--- config.mk ---
export PLATFORM = sky130hd
export DESIGN_NAME = sas_seq
export DESIGN_NICKNAME = d
export VERILOG_FILES = /design/src/common/sas_pkg.sv /design/src/hdl/sas_fifo.sv /design/src/hdl/sas_seq.sv
export SDC_FILE = /design/constraint.sdc
export NUM_CORES = 1
export LEC_CHECK = 0
export BUFFER_PORTS_ARGS = -buffer_cell sky130_fd_sc_hd__buf_2
export CORE_UTILIZATION = 59
export DETAILED_ROUTE_END_ITERATION = 16
export PLACE_DENSITY = 0.78
export SYNTH_ARGS = -nofsm -noshare
export SYNTH_HDL_FRONTEND = slang
export SYNTH_HIERARCHICAL = 1
export SYNTH_SLANG_ARGS = --single-unit
export TNS_END_PERCENT = 50
--- constraint.sdc ---
create_clock -name core_clk -period 5.4 [get_ports core_clk]
set_input_delay 1.35 -clock core_clk [delete_from_list [all_inputs] [get_ports core_clk]]
set_output_delay 1.35 -clock core_clk [all_outputs]
set_load 0.005 [all_outputs]
--- src/common/sas_pkg.sv ---
`default_nettype none
package sas_pkg;
   // core clock rate
   localparam int CORE_MHZ = 125;

   // result word
   localparam int RES_BITS = 10;
   localparam logic [9:0] RES_ONES = 10'h3ff;
   localparam logic [9:0] RES_ZEROS = 10'h000;
   localparam logic [9:0] RES_RST = 10'h000;

   // sampling window in shift-clock falling edges
   localparam logic [3:0] SAMPLE_FIRST = 4'h3;
   localparam logic [3:0] SAMPLE_LAST = 4'ha;

   // select filter: least time, rounds up
   localparam int CS_FILT_NS = 1425;
   localparam int CS_FILT_CYC = (CS_FILT_NS * CORE_MHZ + 999) / 1000;
   localparam logic [7:0] FILT_LAST = 8'(CS_FILT_CYC - 1);

   // conversion time: longest time, rounds down
   localparam int CONV_NS = 21000;
   localparam int CONV_CYC = CONV_NS * CORE_MHZ / 1000;
   localparam int STEP_CYC = CONV_CYC / RES_BITS;
   localparam logic [8:0] STEP_LAST = 9'(STEP_CYC - 1);
   localparam logic [11:0] CONV_MAX = 12'(CONV_CYC);

   // abort window after the tenth falling edge: longest time, rounds down
   localparam int ABORT_NS = 9000;
   localparam int ABORT_CYC = ABORT_NS * CORE_MHZ / 1000;
   localparam logic [10:0] ABORT_LIM = 11'(ABORT_CYC);

   // output enable and disable limits
   localparam int EN_NS = 1300;
   localparam int EN_CYC = EN_NS * CORE_MHZ / 1000;
   localparam int DIS_NS = 180;
   localparam int DIS_CYC = DIS_NS * CORE_MHZ / 1000;

   // result queue
   localparam int FIFO_DEPTH = 16;

   typedef enum logic [3:0] {
      ST_IDLE = 4'b0001,
      ST_XFER = 4'b0010,
      ST_CONV = 4'b0100,
      ST_DONE = 4'b1000
   } sas_state_t;
endpackage
`default_nettype wire

--- src/hdl/sas_fifo.sv ---
`default_nettype none
module sas_fifo #(
   parameter int WIDTH = 10,
   parameter int DEPTH = 16
) (
   input  wire logic             core_clk,
   input  wire logic             reset,
   input  wire logic             in_valid,
   output logic                  in_ready,
   input  wire logic [WIDTH-1:0] in_data,
   output logic                  out_valid,
   input  wire logic             out_ready,
   output logic      [WIDTH-1:0] out_data
);
   localparam int AW = $clog2(DEPTH);

   logic [WIDTH-1:0] mem_q [DEPTH];
   logic [AW-1:0]    wr_q;
   logic [AW-1:0]    wr_d;
   logic [AW-1:0]    rd_q;
   logic [AW-1:0]    rd_d;
   logic [AW:0]      cnt_q;
   logic [AW:0]      cnt_d;
   logic             in_fire;
   logic             out_fire;

   assign in_ready  = (cnt_q != (AW + 1)'(DEPTH));
   assign out_valid = (cnt_q != '0);
   assign out_data  = mem_q[rd_q];

   // pointers wrap naturally: depth is a power of two
   always_comb begin
      in_fire  = in_valid & in_ready;
      out_fire = out_valid & out_ready;
      wr_d     = in_fire ? wr_q + 1'b1 : wr_q;
      rd_d     = out_fire ? rd_q + 1'b1 : rd_q;
      cnt_d    = cnt_q;
      if (in_fire && !out_fire) begin
         cnt_d = cnt_q + 1'b1;
      end else if (!in_fire && out_fire) begin
         cnt_d = cnt_q - 1'b1;
      end
   end

   always_ff @(posedge core_clk) begin
      if (reset) begin
         wr_q  <= '0;
         rd_q  <= '0;
         cnt_q <= '0;
      end else begin
         wr_q  <= wr_d;
         rd_q  <= rd_d;
         cnt_q <= cnt_d;
      end
      if (in_fire) begin
         mem_q[wr_q] <= in_data;
      end
   end
endmodule
`default_nettype wire

--- src/hdl/sas_seq.sv ---
// Operation
// - input above upper reference yields the all-ones result code
// - input below lower reference yields the all-zeros result code
// - after select falls, shift clock ignored until select filter time passes
// - sampling runs from third to tenth falling shift-clock edge
// - access, sampling and conversion end within 21 us plus ten clock periods
// - select falling within 9 us after tenth fall aborts the conversion
// - a select change counts only once held for 1.425 us
// - output drives MSB within 1.3 us of select low, floats within 180 ns
// - select rising disables the shift clock within the filter time
`default_nettype none
module sas_seq (
   input  wire logic       core_clk,
   input  wire logic       reset,
   input  wire logic       cs_n,
   input  wire logic       io_clk,
   input  wire logic       cmp_above,
   input  wire logic       ain_over_ref_hi,
   input  wire logic       ain_under_ref_lo,
   output logic            data_out,
   output logic            data_oe_n,
   output logic            sample_en,
   output logic      [9:0] dac_code,
   output logic            conv_busy
);
   function automatic logic [9:0] bit_mask(input logic [3:0] idx);
      bit_mask = 10'h001 << idx;
   endfunction

   // pin synchronisers and select filter
   logic [2:0] cs_sync_q;
   logic [2:0] cs_sync_d;
   logic [2:0] io_sync_q;
   logic [2:0] io_sync_d;
   logic       cs_lvl_q;
   logic       cs_lvl_d;
   logic       io_lvl_q;
   logic       io_lvl_d;
   logic       cs_valid_q;
   logic       cs_valid_d;
   logic [7:0] filt_cnt_q;
   logic [7:0] filt_cnt_d;
   logic       io_fall;
   logic       cs_vfall;

   always_comb begin
      cs_sync_d  = {cs_sync_q[1:0], cs_n};
      io_sync_d  = {io_sync_q[1:0], io_clk};
      cs_lvl_d   = (cs_sync_q[1] == cs_sync_q[2]) ? cs_sync_q[2] : cs_lvl_q;
      io_lvl_d   = (io_sync_q[1] == io_sync_q[2]) ? io_sync_q[2] : io_lvl_q;
      io_fall    = io_lvl_q & ~io_sync_q[1] & ~io_sync_q[2];
      cs_valid_d = cs_valid_q;
      filt_cnt_d = 8'h00;
      cs_vfall   = 1'b0;
      // new level must hold for the whole filter time, else restart
      if (cs_lvl_q != cs_valid_q) begin
         if (filt_cnt_q == sas_pkg::FILT_LAST) begin
            cs_valid_d = cs_lvl_q;
            cs_vfall   = ~cs_lvl_q;
         end else begin
            filt_cnt_d = filt_cnt_q + 8'h01;
         end
      end
   end

   always_ff @(posedge core_clk) begin
      if (reset) begin
         cs_sync_q  <= 3'h7;
         io_sync_q  <= 3'h0;
         cs_lvl_q   <= 1'b1;
         io_lvl_q   <= 1'b0;
         cs_valid_q <= 1'b1;
         filt_cnt_q <= 8'h00;
      end else begin
         cs_sync_q  <= cs_sync_d;
         io_sync_q  <= io_sync_d;
         cs_lvl_q   <= cs_lvl_d;
         io_lvl_q   <= io_lvl_d;
         cs_valid_q <= cs_valid_d;
         filt_cnt_q <= filt_cnt_d;
      end
   end

   // transfer and conversion sequencer
   sas_pkg::sas_state_t state_q;
   sas_pkg::sas_state_t state_d;
   logic [3:0]  edge_cnt_q;
   logic [3:0]  edge_cnt_d;
   logic [9:0]  shift_q;
   logic [9:0]  shift_d;
   logic        sample_q;
   logic        sample_d;
   logic [9:0]  trial_q;
   logic [9:0]  trial_d;
   logic [3:0]  bit_q;
   logic [3:0]  bit_d;
   logic [8:0]  step_q;
   logic [8:0]  step_d;
   logic [10:0] win_q;
   logic [10:0] win_d;
   logic [9:0]  res_q;
   logic [9:0]  res_d;
   logic [11:0] age_q;
   logic [11:0] age_d;
   logic [9:0]  kept;
   logic        fifo_in_ready;
   logic        fifo_out_valid;
   logic        fifo_out_ready;
   logic [9:0]  fifo_out_data;

   always_comb begin
      state_d        = state_q;
      edge_cnt_d     = edge_cnt_q;
      shift_d        = shift_q;
      sample_d       = sample_q;
      trial_d        = trial_q;
      bit_d          = bit_q;
      step_d         = step_q;
      win_d          = win_q;
      res_d          = res_q;
      age_d          = age_q;
      fifo_out_ready = 1'b0;
      kept           = cmp_above ? trial_q : (trial_q & ~bit_mask(bit_q));
      case (state_q)
         sas_pkg::ST_IDLE: begin
            if (!cs_lvl_q) begin
               fifo_out_ready = 1'b1;
               // MSB of the previous result is ready before any clock
               shift_d    = fifo_out_valid ? fifo_out_data : sas_pkg::RES_RST;
               edge_cnt_d = 4'h0;
               state_d    = sas_pkg::ST_XFER;
            end
         end
         sas_pkg::ST_XFER: begin
            if (cs_lvl_q && cs_valid_q) begin
               state_d  = sas_pkg::ST_IDLE;
               sample_d = 1'b0;
            end else if (io_fall && !cs_valid_q) begin
               edge_cnt_d = edge_cnt_q + 4'h1;
               shift_d    = {shift_q[8:0], 1'b0};
               if (edge_cnt_q == sas_pkg::SAMPLE_FIRST - 4'h1) begin
                  sample_d = 1'b1;
               end
               if (edge_cnt_q == sas_pkg::SAMPLE_LAST - 4'h1) begin
                  sample_d = 1'b0;
                  state_d  = sas_pkg::ST_CONV;
                  trial_d  = bit_mask(4'h9);
                  bit_d    = 4'h9;
                  step_d   = 9'h000;
                  win_d    = 11'h000;
                  age_d    = 12'h000;
               end
            end
         end
         sas_pkg::ST_CONV: begin
            // further shift clocks are ignored until the result is queued
            age_d = age_q + 12'h001;
            if (win_q != sas_pkg::ABORT_LIM) begin
               win_d = win_q + 11'h001;
            end
            if (cs_vfall && win_q != sas_pkg::ABORT_LIM) begin
               state_d = sas_pkg::ST_IDLE;
               trial_d = 10'h000;
            end else if (step_q == sas_pkg::STEP_LAST) begin
               step_d = 9'h000;
               if (bit_q == 4'h0) begin
                  if (ain_over_ref_hi) begin
                     res_d = sas_pkg::RES_ONES;
                  end else if (ain_under_ref_lo) begin
                     res_d = sas_pkg::RES_ZEROS;
                  end else begin
                     res_d = kept;
                  end
                  trial_d = kept;
                  state_d = sas_pkg::ST_DONE;
               end else begin
                  trial_d = kept | bit_mask(bit_q - 4'h1);
                  bit_d   = bit_q - 4'h1;
               end
            end else begin
               step_d = step_q + 9'h001;
            end
         end
         sas_pkg::ST_DONE: begin
            // a full result queue stalls the sequencer here
            if (fifo_in_ready) begin
               state_d = sas_pkg::ST_IDLE;
            end
         end
         default: begin
            state_d = sas_pkg::ST_IDLE;
         end
      endcase
   end

   always_ff @(posedge core_clk) begin
      if (reset) begin
         state_q    <= sas_pkg::ST_IDLE;
         edge_cnt_q <= 4'h0;
         shift_q    <= sas_pkg::RES_RST;
         sample_q   <= 1'b0;
         trial_q    <= 10'h000;
         bit_q      <= 4'h0;
         step_q     <= 9'h000;
         win_q      <= 11'h000;
         res_q      <= sas_pkg::RES_RST;
         age_q      <= 12'h000;
      end else begin
         state_q    <= state_d;
         edge_cnt_q <= edge_cnt_d;
         shift_q    <= shift_d;
         sample_q   <= sample_d;
         trial_q    <= trial_d;
         bit_q      <= bit_d;
         step_q     <= step_d;
         win_q      <= win_d;
         res_q      <= res_d;
         age_q      <= age_d;
      end
   end

   sas_fifo #(
      .WIDTH (sas_pkg::RES_BITS),
      .DEPTH (sas_pkg::FIFO_DEPTH)
   ) u_fifo (
      .core_clk  (core_clk),
      .reset     (reset),
      .in_valid  (state_q == sas_pkg::ST_DONE),
      .in_ready  (fifo_in_ready),
      .in_data   (res_q),
      .out_valid (fifo_out_valid),
      .out_ready (fifo_out_ready),
      .out_data  (fifo_out_data)
   );

   // output floats as soon as the synchronised select is high
   assign data_oe_n = cs_lvl_q;
   assign data_out  = shift_q[9];
   assign sample_en = sample_q;
   assign dac_code  = trial_q;
   assign conv_busy = (state_q == sas_pkg::ST_CONV) | (state_q == sas_pkg::ST_DONE);

   // checks
   over_code_a: assert property (@(posedge core_clk) disable iff (reset)
      (state_q == sas_pkg::ST_CONV && step_q == sas_pkg::STEP_LAST && bit_q == 4'h0 && !cs_vfall
       && ain_over_ref_hi) |=> res_q == 10'h3ff && state_q == sas_pkg::ST_DONE)
      else $error("over-range input did not give all ones");

   under_code_a: assert property (@(posedge core_clk) disable iff (reset)
      (state_q == sas_pkg::ST_CONV && step_q == sas_pkg::STEP_LAST && bit_q == 4'h0 && !cs_vfall
       && !ain_over_ref_hi && ain_under_ref_lo) |=> res_q == 10'h000)
      else $error("under-range input did not give all zeros");

   clk_ignore_a: assert property (@(posedge core_clk) disable iff (reset)
      (state_q == sas_pkg::ST_XFER && cs_valid_q) |=> $stable(edge_cnt_q) && $stable(shift_q))
      else $error("shift clock acted before select was accepted");

   sample_win_a: assert property (@(posedge core_clk) disable iff (reset)
      sample_en |-> state_q == sas_pkg::ST_XFER && edge_cnt_q >= sas_pkg::SAMPLE_FIRST
      && edge_cnt_q < sas_pkg::SAMPLE_LAST && (!$rose(sample_en) || edge_cnt_q == sas_pkg::SAMPLE_FIRST))
      else $error("sampling window misplaced");

   sample_end_a: assert property (@(posedge core_clk) disable iff (reset)
      $fell(sample_en) && state_q != sas_pkg::ST_IDLE |-> edge_cnt_q == 4'ha && state_q == sas_pkg::ST_CONV)
      else $error("sampling did not end on the tenth falling edge");

   conv_bound_a: assert property (@(posedge core_clk) disable iff (reset)
      state_q == sas_pkg::ST_CONV |-> age_q < sas_pkg::CONV_MAX)
      else $error("conversion ran past its limit");

   abort_a: assert property (@(posedge core_clk) disable iff (reset)
      (state_q == sas_pkg::ST_CONV && cs_vfall && win_q < sas_pkg::ABORT_LIM) |=> state_q == sas_pkg::ST_IDLE)
      else $error("select low in abort window did not abort");

   filt_hold_a: assert property (@(posedge core_clk) disable iff (reset)
      $changed(cs_valid_q) |-> $past(filt_cnt_q) == sas_pkg::FILT_LAST && $past(cs_lvl_q) == cs_valid_q)
      else $error("select accepted before its hold time");

   oe_on_a: assert property (@(posedge core_clk) disable iff (reset)
      $fell(cs_n) |-> ##[1:160] (!data_oe_n || cs_n))
      else $error("output not driven within 1.3 us");

   oe_off_a: assert property (@(posedge core_clk) disable iff (reset)
      $rose(cs_n) |-> ##[1:22] (data_oe_n || !cs_n))
      else $error("output not floated within 180 ns");

   stop_clk_a: assert property (@(posedge core_clk) disable iff (reset)
      $rose(cs_lvl_q) |-> ##[1:181] (cs_valid_q || !cs_lvl_q))
      else $error("shift clock not disabled after select rose");

   shift_bit_a: assert property (@(posedge core_clk) disable iff (reset)
      (state_q == sas_pkg::ST_XFER && io_fall && !cs_valid_q && !cs_lvl_q) |=> data_out == $past(shift_q[8]))
      else $error("result bit not advanced on falling edge");

   conv_done_c: cover property (@(posedge core_clk) disable iff (reset)
      state_q == sas_pkg::ST_CONV ##1 state_q == sas_pkg::ST_DONE);
   abort_c: cover property (@(posedge core_clk) disable iff (reset)
      state_q == sas_pkg::ST_CONV ##1 state_q == sas_pkg::ST_IDLE);
   queue_full_c: cover property (@(posedge core_clk) disable iff (reset)
      state_q == sas_pkg::ST_DONE && !fifo_in_ready);
endmodule
`default_nettype wire

# == Word-level counts from Yosys, hierarchy flattened ==
# Memory sizes are Yosys's and may differ from the RTL's. A register that Yosys moved wholly into a read port is not among the register bits.
# Cells that the tools add are included.
# Widths: inputs -> output; s select.
# word_totals
ff_bits,93
mem_bits_rw,160
in_bits,7
out_inout_bits,14
mem_count,1
# op_classes
n_addsub,9
n_eq_ne,26
n_shift,2
muxes,60
bitwise,13
n_reduce_logical,25
# memory_table
memory,words,width,rd,rd_ports_with_merged_regs,write_ports,line_no,rtl
u_fifo.mem_q,16,10,1,1,1,sas_fifo.sv:17,logic [WIDTH-1:0] mem_q [DEPTH];
# op_table
cell,count
$mux 10,13
$mux 4,19
$mux 9,5
$mux 11,4
$pmux 10 s2,2
$pmux 11 s2,1
$shl 1x4->10 const A,2
$ne 2x2->1 const B,9
$pmux 9 s2,1
$pmux 4 s2,2
$pmux 4 s4,1
$reduce_and 5->1,3
$add 4x1->4 const B,3
$ne 3x3->1 const B,4
$add 11x1->11 const B,1
$ne 11x11->1 const B,1
$and 10x10->10,1
$mux 1,10
$mux 5,2
$not 10->10,1
$or 10x10->10,1
$add 9x1->9 const B,1
$eq 9x9->1 const B,1
$add 8x1->8 const B,1
26 further kinds,46

# == Longest topological paths before layout ==
# Gate-level depths: netlist (run 1).
# depth
word_depth,9
depth_mapped,11
ltp_nobuf,11

# == Cells and area by module ==
# The synthesis (run 1) kept the hierarchy.
# by_module_without_submodules
module,n_inst,cells_each,area_each_um2,seq_area_each_um2
sas_fifo,1,359,6947.9,5144.9
sas_seq,1,516,4267.8,1601.5

# == Worst setup path before layout (run 1) ==
# Ideal clock, no wire load.
# synth_timing
path_kind,reg2reg
startpoint,register state_q[0]
endpoint,register u_fifo.cnt_q[4]
setup_ns,0.121
arrival_ns,2.850
required_time_ns,5.279
path_slack_ns,2.430
path_stages_with_launch,12
cell_sequence,dfxtp_1 -> buf_2 -> or4b_1 -> nor2_1 -> o21ai_4 -> ha_1 -> inv_1 -> ha_1 -> a21oi_1 -> a211oi_1 -> a31oi_1 -> mux2_2
# synth_via
elab_chain_cells,6
# synth_lines
element,line_no,rtl
from (decl),sas_seq.sv:85,sas_pkg::sas_state_t state_q;
from (signal assigned),sas_seq.sv:198,state_q <= sas_pkg::ST_IDLE;
from (signal assigned),sas_seq.sv:209,state_q <= state_d;
$eq 4x1->1 (*),sas_seq.sv:124,case (state_q)
$mux 1 (*),sas_seq.sv:124,
via fifo_out_ready,sas_seq.sv:108,logic fifo_out_ready;
$and 1x1->1 (*),sas_fifo.sv:34,out_fire = out_valid & out_ready;
$logic_not 1->1,sas_fifo.sv:38,if (in_fire && !out_fire) begin
$logic_and 1x1->1,sas_fifo.sv:38,
$mux 5 or $reduce_bool 2->1 (tied branches),--,
to (signal assigned),sas_fifo.sv:53,cnt_q <= cnt_d;
to (decl),sas_fifo.sv:22,logic [AW:0] cnt_q;
# Mark *: on every way through the listed nets, which the timed path passes. The rest lies on a longest branch.
# A chain may end at the register's enable or synchronous reset.

# == Worst setup path in the final report (run 1) ==
# layout_timing
startpoint,register state_q[3]
endpoint,output port conv_busy
# layout_via
elab_chain_cells,2
# layout_lines
element,line_no,rtl
$eq 4x3->1 or $eq 4x4->1 (tied branches),sas_seq.sv:241,assign conv_busy = (state_q == sas_pkg::ST_CONV) | (state_q == sas_pkg::ST_DONE);
$or 1x1->1 (*),sas_seq.sv:241,
to (decl),sas_seq.sv:24,output logic conv_busy
# Mark *: on every way between the ends. The rest lies on a longest branch, timed or not.

==> results of run 1 <==
## worst paths after layout
path / from / end / slack (ps)
setup / recovery: state_q[3]$_SDFFE_PP0P_ / conv_busy / 1830
hold / removal: cs_sync_q[0]$_SDFF_PP1_ / cs_sync_q[1]$_SDFF_PP1_ / 420
setup reg to reg: state_q[0]$_SDFFE_PP1P_ / u_fifo/cnt_q[4]$_SDFFE_PP0P_ / 2020
hold reg to reg: cs_sync_q[0]$_SDFF_PP1_ / cs_sync_q[1]$_SDFF_PP1_ / 420
## synth_stat cells (all sizes together) (4+ instances only)
cell and n:
a211o 7, a211oi 14, a21oi 34, a22oi 24, a311oi 9, a31oi 7
and2 13, and4 4, buf 21, clkbuf 28, dfxtp 97, edfxtp 160
ha 24, inv 28, mux4 40, nand2 47, nand2b 8, nand3 31
nand3b 4, nand4 7, nor2 95, nor2b 5, nor3 8, nor4 11
nor4b 6, o211ai 7, o21a 4, o21ai 38, o32ai 4, or2 6
or3 5, or4b 5, xnor2 6, xor2 19
## area by class of cell
cell class | count | share of cell area [%]
Inverter | 29 | 0.875
Clock buffer | 33 | 5.60
Clock inverter | 15 | 1.89
Multi-Input combinational cell | 540 | 33.6
Tap cell | 234 | 2.35
Sequential cell | 257 | 54.2
Timing Repair Buffer | 30 | 1.41
## flip-flops by register name, indices dropped and copies added, names as in the netlist, 3 cells and up, named ones only
| signal | count |
|---|---|
| filt_cnt_q | 8 |
| u_fifo/cnt_q | 5 |
| dac_code | 10 |
| res_q | 10 |
| u_fifo/rd_q | 4 |
| u_fifo/mem_q | 160 |
| cs_sync_q | 3 |
| io_sync_q | 3 |
| step_q | 9 |
| edge_cnt_q | 4 |
| win_q | 11 |
| u_fifo/wr_q | 4 |
| shift_q | 10 |
| state_q | 4 |
| bit_q | 4 |
## power by group
group          internal, W  total, W  switching [W]
combinational     0.000111  0.000307       0.000196
clock              0.00120   0.00194       0.000738
sequential         0.00209   0.00214      0.0000425
## kinds of logic (layout without fill, tap and decap cells)
| family | Yosys count | after routing | share of synthesized area, % |
|---|---|---|---|
| compound gates | 177 | 177 | 11.0 |
| flops | 257 | 257 | 60.2 |
| fa+ha+maj | 25 | 25 | 2.86 |
| mux | 43 | 43 | 8.31 |
| xor+xnor | 25 | 25 | 1.95 |
| buf+inv | 78 | 107 | 2.92 |
| simple gates | 270 | 270 | 12.8 |
## layer usage
layer  up-vias  global-route usage, %  wire length (microns)
met5         -                      0                      0
met4         0                   7.40                    685
met2       233                   39.2                  10900
met1      3504                   32.2                  10000
met3        46                   3.82                   1290
li1       3346                      -                      -
## metrics by stage
step,cells,cell area (sq um),util [%]
after CTS,1138,12400,66.7
after detailed placement,1090,11500,61.7
after global routing,1138,12400,66.7
final,1138,12400,66.7
after floorplan,875,11200,-
after global placement,1090,11500,61.7
## cells in the final DEF, fill, tap and decap left out, types with 6 or more instances in the layout
| cell | count |
|---|---|
| nand3_1 | 30 |
| o21ai_0 | 34 |
| a22oi_1 | 24 |
| xnor2_1 | 6 |
| a21oi_1 | 33 |
| buf_4 | 10 |
| edfxtp_1 | 160 |
| a211o_1 | 7 |
| nor2_1 | 95 |
| bufinv_16 | 6 |
| mux4_2 | 40 |
| and2_1 | 9 |
| clkbuf_16 | 26 |
| dfxtp_1 | 95 |
| inv_1 | 27 |
| nor3_1 | 8 |
| xor2_1 | 19 |
| a311oi_1 | 9 |
| buf_2 | 20 |
| a211oi_1 | 14 |
| nand2b_1 | 8 |
| nor4_2 | 6 |
| a31oi_1 | 7 |
| nand4_1 | 6 |
| o211ai_1 | 7 |
| or2_2 | 6 |
| nand2_1 | 45 |
| ha_1 | 24 |
==> results by group, run 1 <==
Status
  • Status: finished, final reports clean

Timing
  • Worst Setup Slack, final: 1830 ps
  • Final hold viol count: 0
  • Final clock skew: 16.4 ps
  • Setup TNS: 0 ps
  • Worst slew margin relative to its limit: 24.4%
  • WHS: 420 ps
  • Unrepaired setup endpoints after global routing: no
  • Tightest Pin Transition: 1130 ps
  • Crit share post-route: 66.2%
  • Final-report setup violation count: 0
  • Final Slew Violations: 0
  • Post-layout min period: 3570 ps
  • Fmax: 280 MHz

Worst setup path
  • Slowest cell on the critical path: nor4_1
  • Top Family by Delay on Critical Path: simple AND/OR/NAND/NOR gates
  • CP cell instances: inv_1 -> nor4_1 -> nand2b_1 -> buf_2
  • WP data required: 4050 ps
  • Crit start category: register
  • Critical path depth: 4
  • Worst setup path class: reg2out
  • Worst setup EP type: primary output
  • WP buf/inv: 2
  • R2R cell count: 10
  • Crit path max fanout: 7
  • Arrival time worst endpoint: 2220 ps
  • Slowest Stage Delay on Critical Path: 760 ps

Pwr
  • Total power: 0.00438 W
  • Leakage Power: 4.12 nW
  • Power Density: 352 nW/um^2
  • Max rail drop VDD: 0.243 mV

Clocking
  • CTS sink cnt: 257
  • Post-CTS sizing: 0
  • Post CTS Setup Buffer Count: 0
  • Htree depth: 1
  • Post-CTS Hold Buffers: 0
  • CTS tree: yes
  • CTS clk-pin slew, worst paths: 60 ps
  • Maximum root-to-sink buffer count: 3
  • Clock Tree Root: clkbuf_16
  • Clk Latency, worst-skew pair: 530 ps
  • TritonCTS Buffers: 26

Die
  • Row count: 50
  • Initial Util: 60.2%
  • Die height: 140 microns
  • Full die area: 19600 sq um
  • # IOs: 21
  • Die Width: 140 microns
  • Core ar.: 18600 sq um

Drt
  • DR iter-0 viols: 645
  • Post-DRT Antenna Nets: 0
  • # DRC: 0
  • Drt total wl: 22900 microns
  • Via density: 6.26
  • Via count: 7129
  • WL per Instance: 20.1 microns
  • DRT Pass-1 Iters: 5

Layout
  • Share of cells above drive strength 1: 16.9%
  • Final net count: 916
  • Sequential cell area: 6750 sq um
  • Area of the multi-input gates: 4180 sq um
  • Filler cells: 1342
  • N_diodes: 0
  • Syn-to-layout area delta: 10.9%

Logic synthesis
  • Number of flops mapped to enable cells by yosys: 160
  • Flops & latches, synth: 257
  • Synth Warn #: 6
  • Syn Area/Cell: 12.8 sq um
  • Synth area leader: edfxtp_1
  • Most used DFF post-synth: edfxtp_1
  • Seq/Total Area, Yosys: 60.2%
  • Yosys top cell area share: 42.8%
  • Netlist cell types: 79
  • Synth async-reset ratio: 0%
  • Area contributors post-synth: edfxtp_1 (43%), dfxtp_1 (17%), mux4_2 (8.0%), nor2_1 (3.2%), ha_1 (2.7%)
  • Synthesized net count: 907
  • Mapped cell area: 11200 sq um
  • Post-Syn Instances: 875

Place
  • IO Port Bufs: 20
  • HPWL after detailed placement: 14700 microns
  • Routability cong.: 0.937
  • Post-place setup slack: 2080 ps

GRT
  • First-pass GRT wire length: 36000 microns
  • Grt ovf: 0
  • Largest net degree at the start of global routing: 49
  • Overall Global Routing Usage: 23.7%
  • Vias in the first global route: 6754
  • Antenna violations before repair: 0

Hold path
  • Worst hold path class: reg2reg
  • WHS Path Cells: 1

Run
  • Max_cap viols: 0
Power figures use the tool's default switching activity.
==> run 2: changes to the inputs <==
- ABC_AREA: unset -> 1
- PLACE_DENSITY: 0.78 -> 0.77
- clock period: 5.4 -> 3.67 ns (I/O delays scaled with it)
==> run 2 against run 1 <==
Global-route usage up 1.1 points. Cell count up 52%. First-iteration DRC count up 32%. Setup slack worse by 920 ps. Via count up 31%. Critical path type unchanged. Clock power up 33%. Sequential share of layout area down 3.3 points. Synthesized area up 8.9%. Clock skew down 2.8 ps. Combinational power up 81%. Register-to-register slack worse by 1000 ps.
==> results by group, run 2 <==
Status
  • Status: finished, final reports clean

Pwr
  • Clk pwr share: 41.1% (-3.1 points)
  • Comb pwr share: 8.8% (+1.8 points)
  • Pint: 0.00476 W (+40%)
  • Part of the power in registers: 50.1% (+1.4 points)
  • Power Density: 474 nW/um^2 (+35%)
  • Leakage Power: 5.64 nW (+37%)
  • Sw Ratio: 24.2% (+1.9 points)
  • NetSw: 0.00152 W (+55%)
  • Max rail drop VDD: 0.387 mV (+59%)

Hold path
  • Hold Path End: io_sync_q[1]$_SDFF_PP0_
  • Worst hold path class: reg2reg
  • Worst hold start: io_sync_q[0]$_SDFF_PP0_
  • WHS Path Cells: 2 (+1)

Worst setup path
  • R2r setup slk: 1000 ps (-1020 ps)
  • Crit start category: register
  • Worst setup path class: reg2out
  • Crit path max fanout: 5 (-2)
  • Worst R2R Start: bit_q[0]$_SDFFE_PP0P_
  • R2R cell count: 9 (-1)
  • Worst setup EP type: primary output
  • Reg2reg end: res_q[1]$_SDFFE_PP0P_
  • WP data required: 2750 ps (-1300 ps)
  • Arrival time worst endpoint: 1850 ps (-370 ps)

Logic synthesis
  • Synthesized net count: 1467 (+62%)
  • Synth async-reset ratio: 0% (unchanged)
  • Seq/Total Area, Yosys: 55.2% (-4.9 points)
  • Mapped cell area: 12200 sq um (+8.9%)
  • Number of flops mapped to enable cells by yosys: 160 (unchanged)
  • Syn Area/Cell: 8.51 sq um (-34%)
  • Synth area leader: edfxtp_1
  • Flops & latches, synth: 257 (unchanged)
  • Synth top cells by count: nand2_1 (412), inv_1 (196), nand3_1 (174), edfxtp_1 (160), nor2_1 (125)
  • Yosys top cell area share: 39.3% (-3.5 points)
  • Post-Syn Instances: 1435 (+64%)
  • Netlist cell types: 43 (-46%)
  • Synth Warn #: 6 (unchanged)
  • Most used DFF post-synth: edfxtp_1
  • Area contributors post-synth: edfxtp_1 (39%), dfxtp_1 (16%), nand2_1 (13%), nand3_1 (7.1%), inv_1 (6.0%)
  • Most numerous cell in the Yosys netlist: nand2_1

Layout
  • Final net count: 1472 (+61%)
  • Share of cells above drive strength 1: 7.53% (-9.4 points)
  • Commonest non-fill, non-tap cell in the layout: nand2_1
  • Filler cells: 1551 (+16%)
  • Most frequent cells in the layout: nand2_1 (412), inv_1 (196), nand3_1 (174), edfxtp_1 (160), nor2_1 (125)
  • N_diodes: 0 (unchanged)
  • Max reg flops: 160 (unchanged)
  • Largest registers: u_fifo/mem_q x160, win_q x11
  • Top reg by flops: u_fifo/mem_q
  • Syn-to-layout area delta: 8.34%

Timing
  • Crit share post-route: 75.4%
  • Final hold viol count: 0 (unchanged)
  • Worst slew margin relative to its limit: 34.0% (+9.6 points)
  • Unrepaired setup endpoints after global routing: no
  • Fmax: 362 MHz
  • Worst Setup Slack, final: 904 ps (-924 ps)
  • Final Slew Violations: 0 (unchanged)
  • Tightest Pin Transition: 986 ps (-146 ps)
  • Final clock skew: 13.6 ps (-2.76 ps)
  • Setup TNS: 0 ps (unchanged)
  • Post-layout min period: 2770 ps
  • Final-report setup violation count: 0 (unchanged)

Clocking
  • Htree depth: 1 (unchanged)
  • Post-CTS sizing: 0 (unchanged)
  • Post CTS Setup Buffer Count: 0 (unchanged)
  • Maximum root-to-sink buffer count: 3 (unchanged)
  • Clock Tree Root: clkbuf_16
  • Clk Latency, worst-skew pair: 540 ps (about the same)
  • CTS tree: yes
  • CTS clk-pin slew, worst paths: 60 ps (about the same)
  • TritonCTS Buffers: 27 (+3.8%)
  • CTS sink cnt: 257 (unchanged)
  • Post-CTS Hold Buffers: 0 (unchanged)

Drt
  • # DRC: 0 (unchanged)
  • DR iter-0 viols: 853 (+32%)
  • DRT Pass-1 Iters: 7 (+2)
  • WL per Instance: 15.1 microns (-25%)
  • Via count: 9345 (+31%)
  • Via density: 5.40 (-14%)
  • Post-DRT Antenna Nets: 0 (unchanged)
  • Drt total wl: 26200 microns (+14%)

Die
  • Core ar.: 20200 sq um (+8.5%)
  • Die Width: 146 microns (+4.3%)
  • # IOs: 21 (unchanged)
  • Row count: 52 (+4.0%)
  • Initial Util: 60.4% (+0.21 points)
  • Die height: 146 microns (+4.3%)
  • Full die area: 21300 sq um (+8.8%)

GRT
  • Met3 usage: 3.35% (-0.47 points)
  • Antenna violations before repair: 0 (unchanged)
  • Busiest layer in global routing: met2
  • GR met2 Demand/Resource: 38.6% (-0.59 points)
  • Overall Global Routing Usage: 24.8% (+1.1 points)
  • First-pass GRT wire length: 42400 microns (+18%)
  • Grt ovf: 0 (unchanged)
  • Met1 usage: 35.9% (+3.7 points)
  • Largest net degree at the start of global routing: 81 (+65%)
  • Vias in the first global route: 8481 (+26%)

Run
  • Max_cap viols: 0 (unchanged)

Place
  • HPWL after detailed placement: 16400 microns (+12%)
  • Routability cong.: 0.911 (-2.8%)
  • IO Port Bufs: 20 (unchanged)
  • Post-place setup slack: 1130 ps (-947 ps)
-- run 2: changes by cell type in the layout (fill, tap and decap cells not counted), moves of 23 or more --
cell and change:
a22oi_1 -23, nor2_1 +30, nand3_1 +144, inv_1 +169, mux4_2 -40, nand2_1 +367
-- run 2: worst max-delay path by stage --
stage / slack, ps / depth (start not counted) / to / start
2_1_floorplan: 1390 / 12 / u_fifo/cnt_q[4]$_SDFFE_PP0P_ / state_q[3]$_SDFFE_PP0P_
3_3_place_gp: 1170 / 12 / u_fifo/cnt_q[4]$_SDFFE_PP0P_ / state_q[3]$_SDFFE_PP0P_
3_5_place_dp: 1130 / 12 / u_fifo/cnt_q[4]$_SDFFE_PP0P_ / state_q[3]$_SDFFE_PP0P_
4_1_cts: 900 / 4 / conv_busy / state_q[3]$_SDFFE_PP0P_
5_1_grt: 770 / 9 / res_q[1]$_SDFFE_PP0P_ / bit_q[0]$_SDFFE_PP0P_
6_report: 900 / 4 / conv_busy / state_q[3]$_SDFFE_PP0P_
-- run 2: cell families after synthesis --
group,share of synthesized area (%)
AOI/OAI and AO/OA,5.23
adders and majority gates,2.62
DFF,55.2
buffers and inverters,9.19
xor gates and xnor gates,0.574
and+or+nand+nor,27.2
-- run 2: layer usage --
metal	share of wire, %	up-vias
li1	-	4632
met1	45	4354
met2	46	308
met3	6.8	51
met4	2.4	0
met5	0	-
-- run 2: layout make-up --
cell class                      count  area, sq um  share of cell area (%)
Clock buffer                       33          698                    5.28
Clock inverter                     16          135                    1.02
Timing Repair Buffer               31          183                    1.38
Multi-Input combinational cell    915         4350                    32.9
Inverter                          208          786                    5.94
Tap cell                          270          338                    2.55
Sequential cell                   257         6750                    51.0
-- run 2: power groups by stage --
stage | Sequential [W] | Clock (W) | Combinational (W)
4_1_cts | 0.00315 | 0.00261 | 0.000550
3_5_place_dp | 0.00321 | 0 | 0.000541
3_3_place_gp | 0.00320 | 0 | 0.000533
2_1_floorplan | 0.00319 | 0 | 0.000427
6_report | 0.00315 | 0.00258 | 0.000555
5_1_grt | 0.00315 | 0.00273 | 0.000622
-- run 2: critical path: stages (launching register included) --
cell and delay, ps:
dfxtp_1 390, inv_1 110, nor3_1 460, or2_2 220
buf_2 130
-- run 2: per-stage QoR --
step                      util (%)  power, W  hold WS (ps)  cell area, sq um  cells
after floorplan                  -   0.00362           388             12200   1435
after global placement        61.3   0.00374           394             12400   1681
after detailed placement      61.3   0.00375           399             12400   1681
after CTS                     65.4   0.00631           405             13200   1730
after global routing          65.4   0.00650           425             13200   1730
final                         65.4   0.00628           403             13200   1730
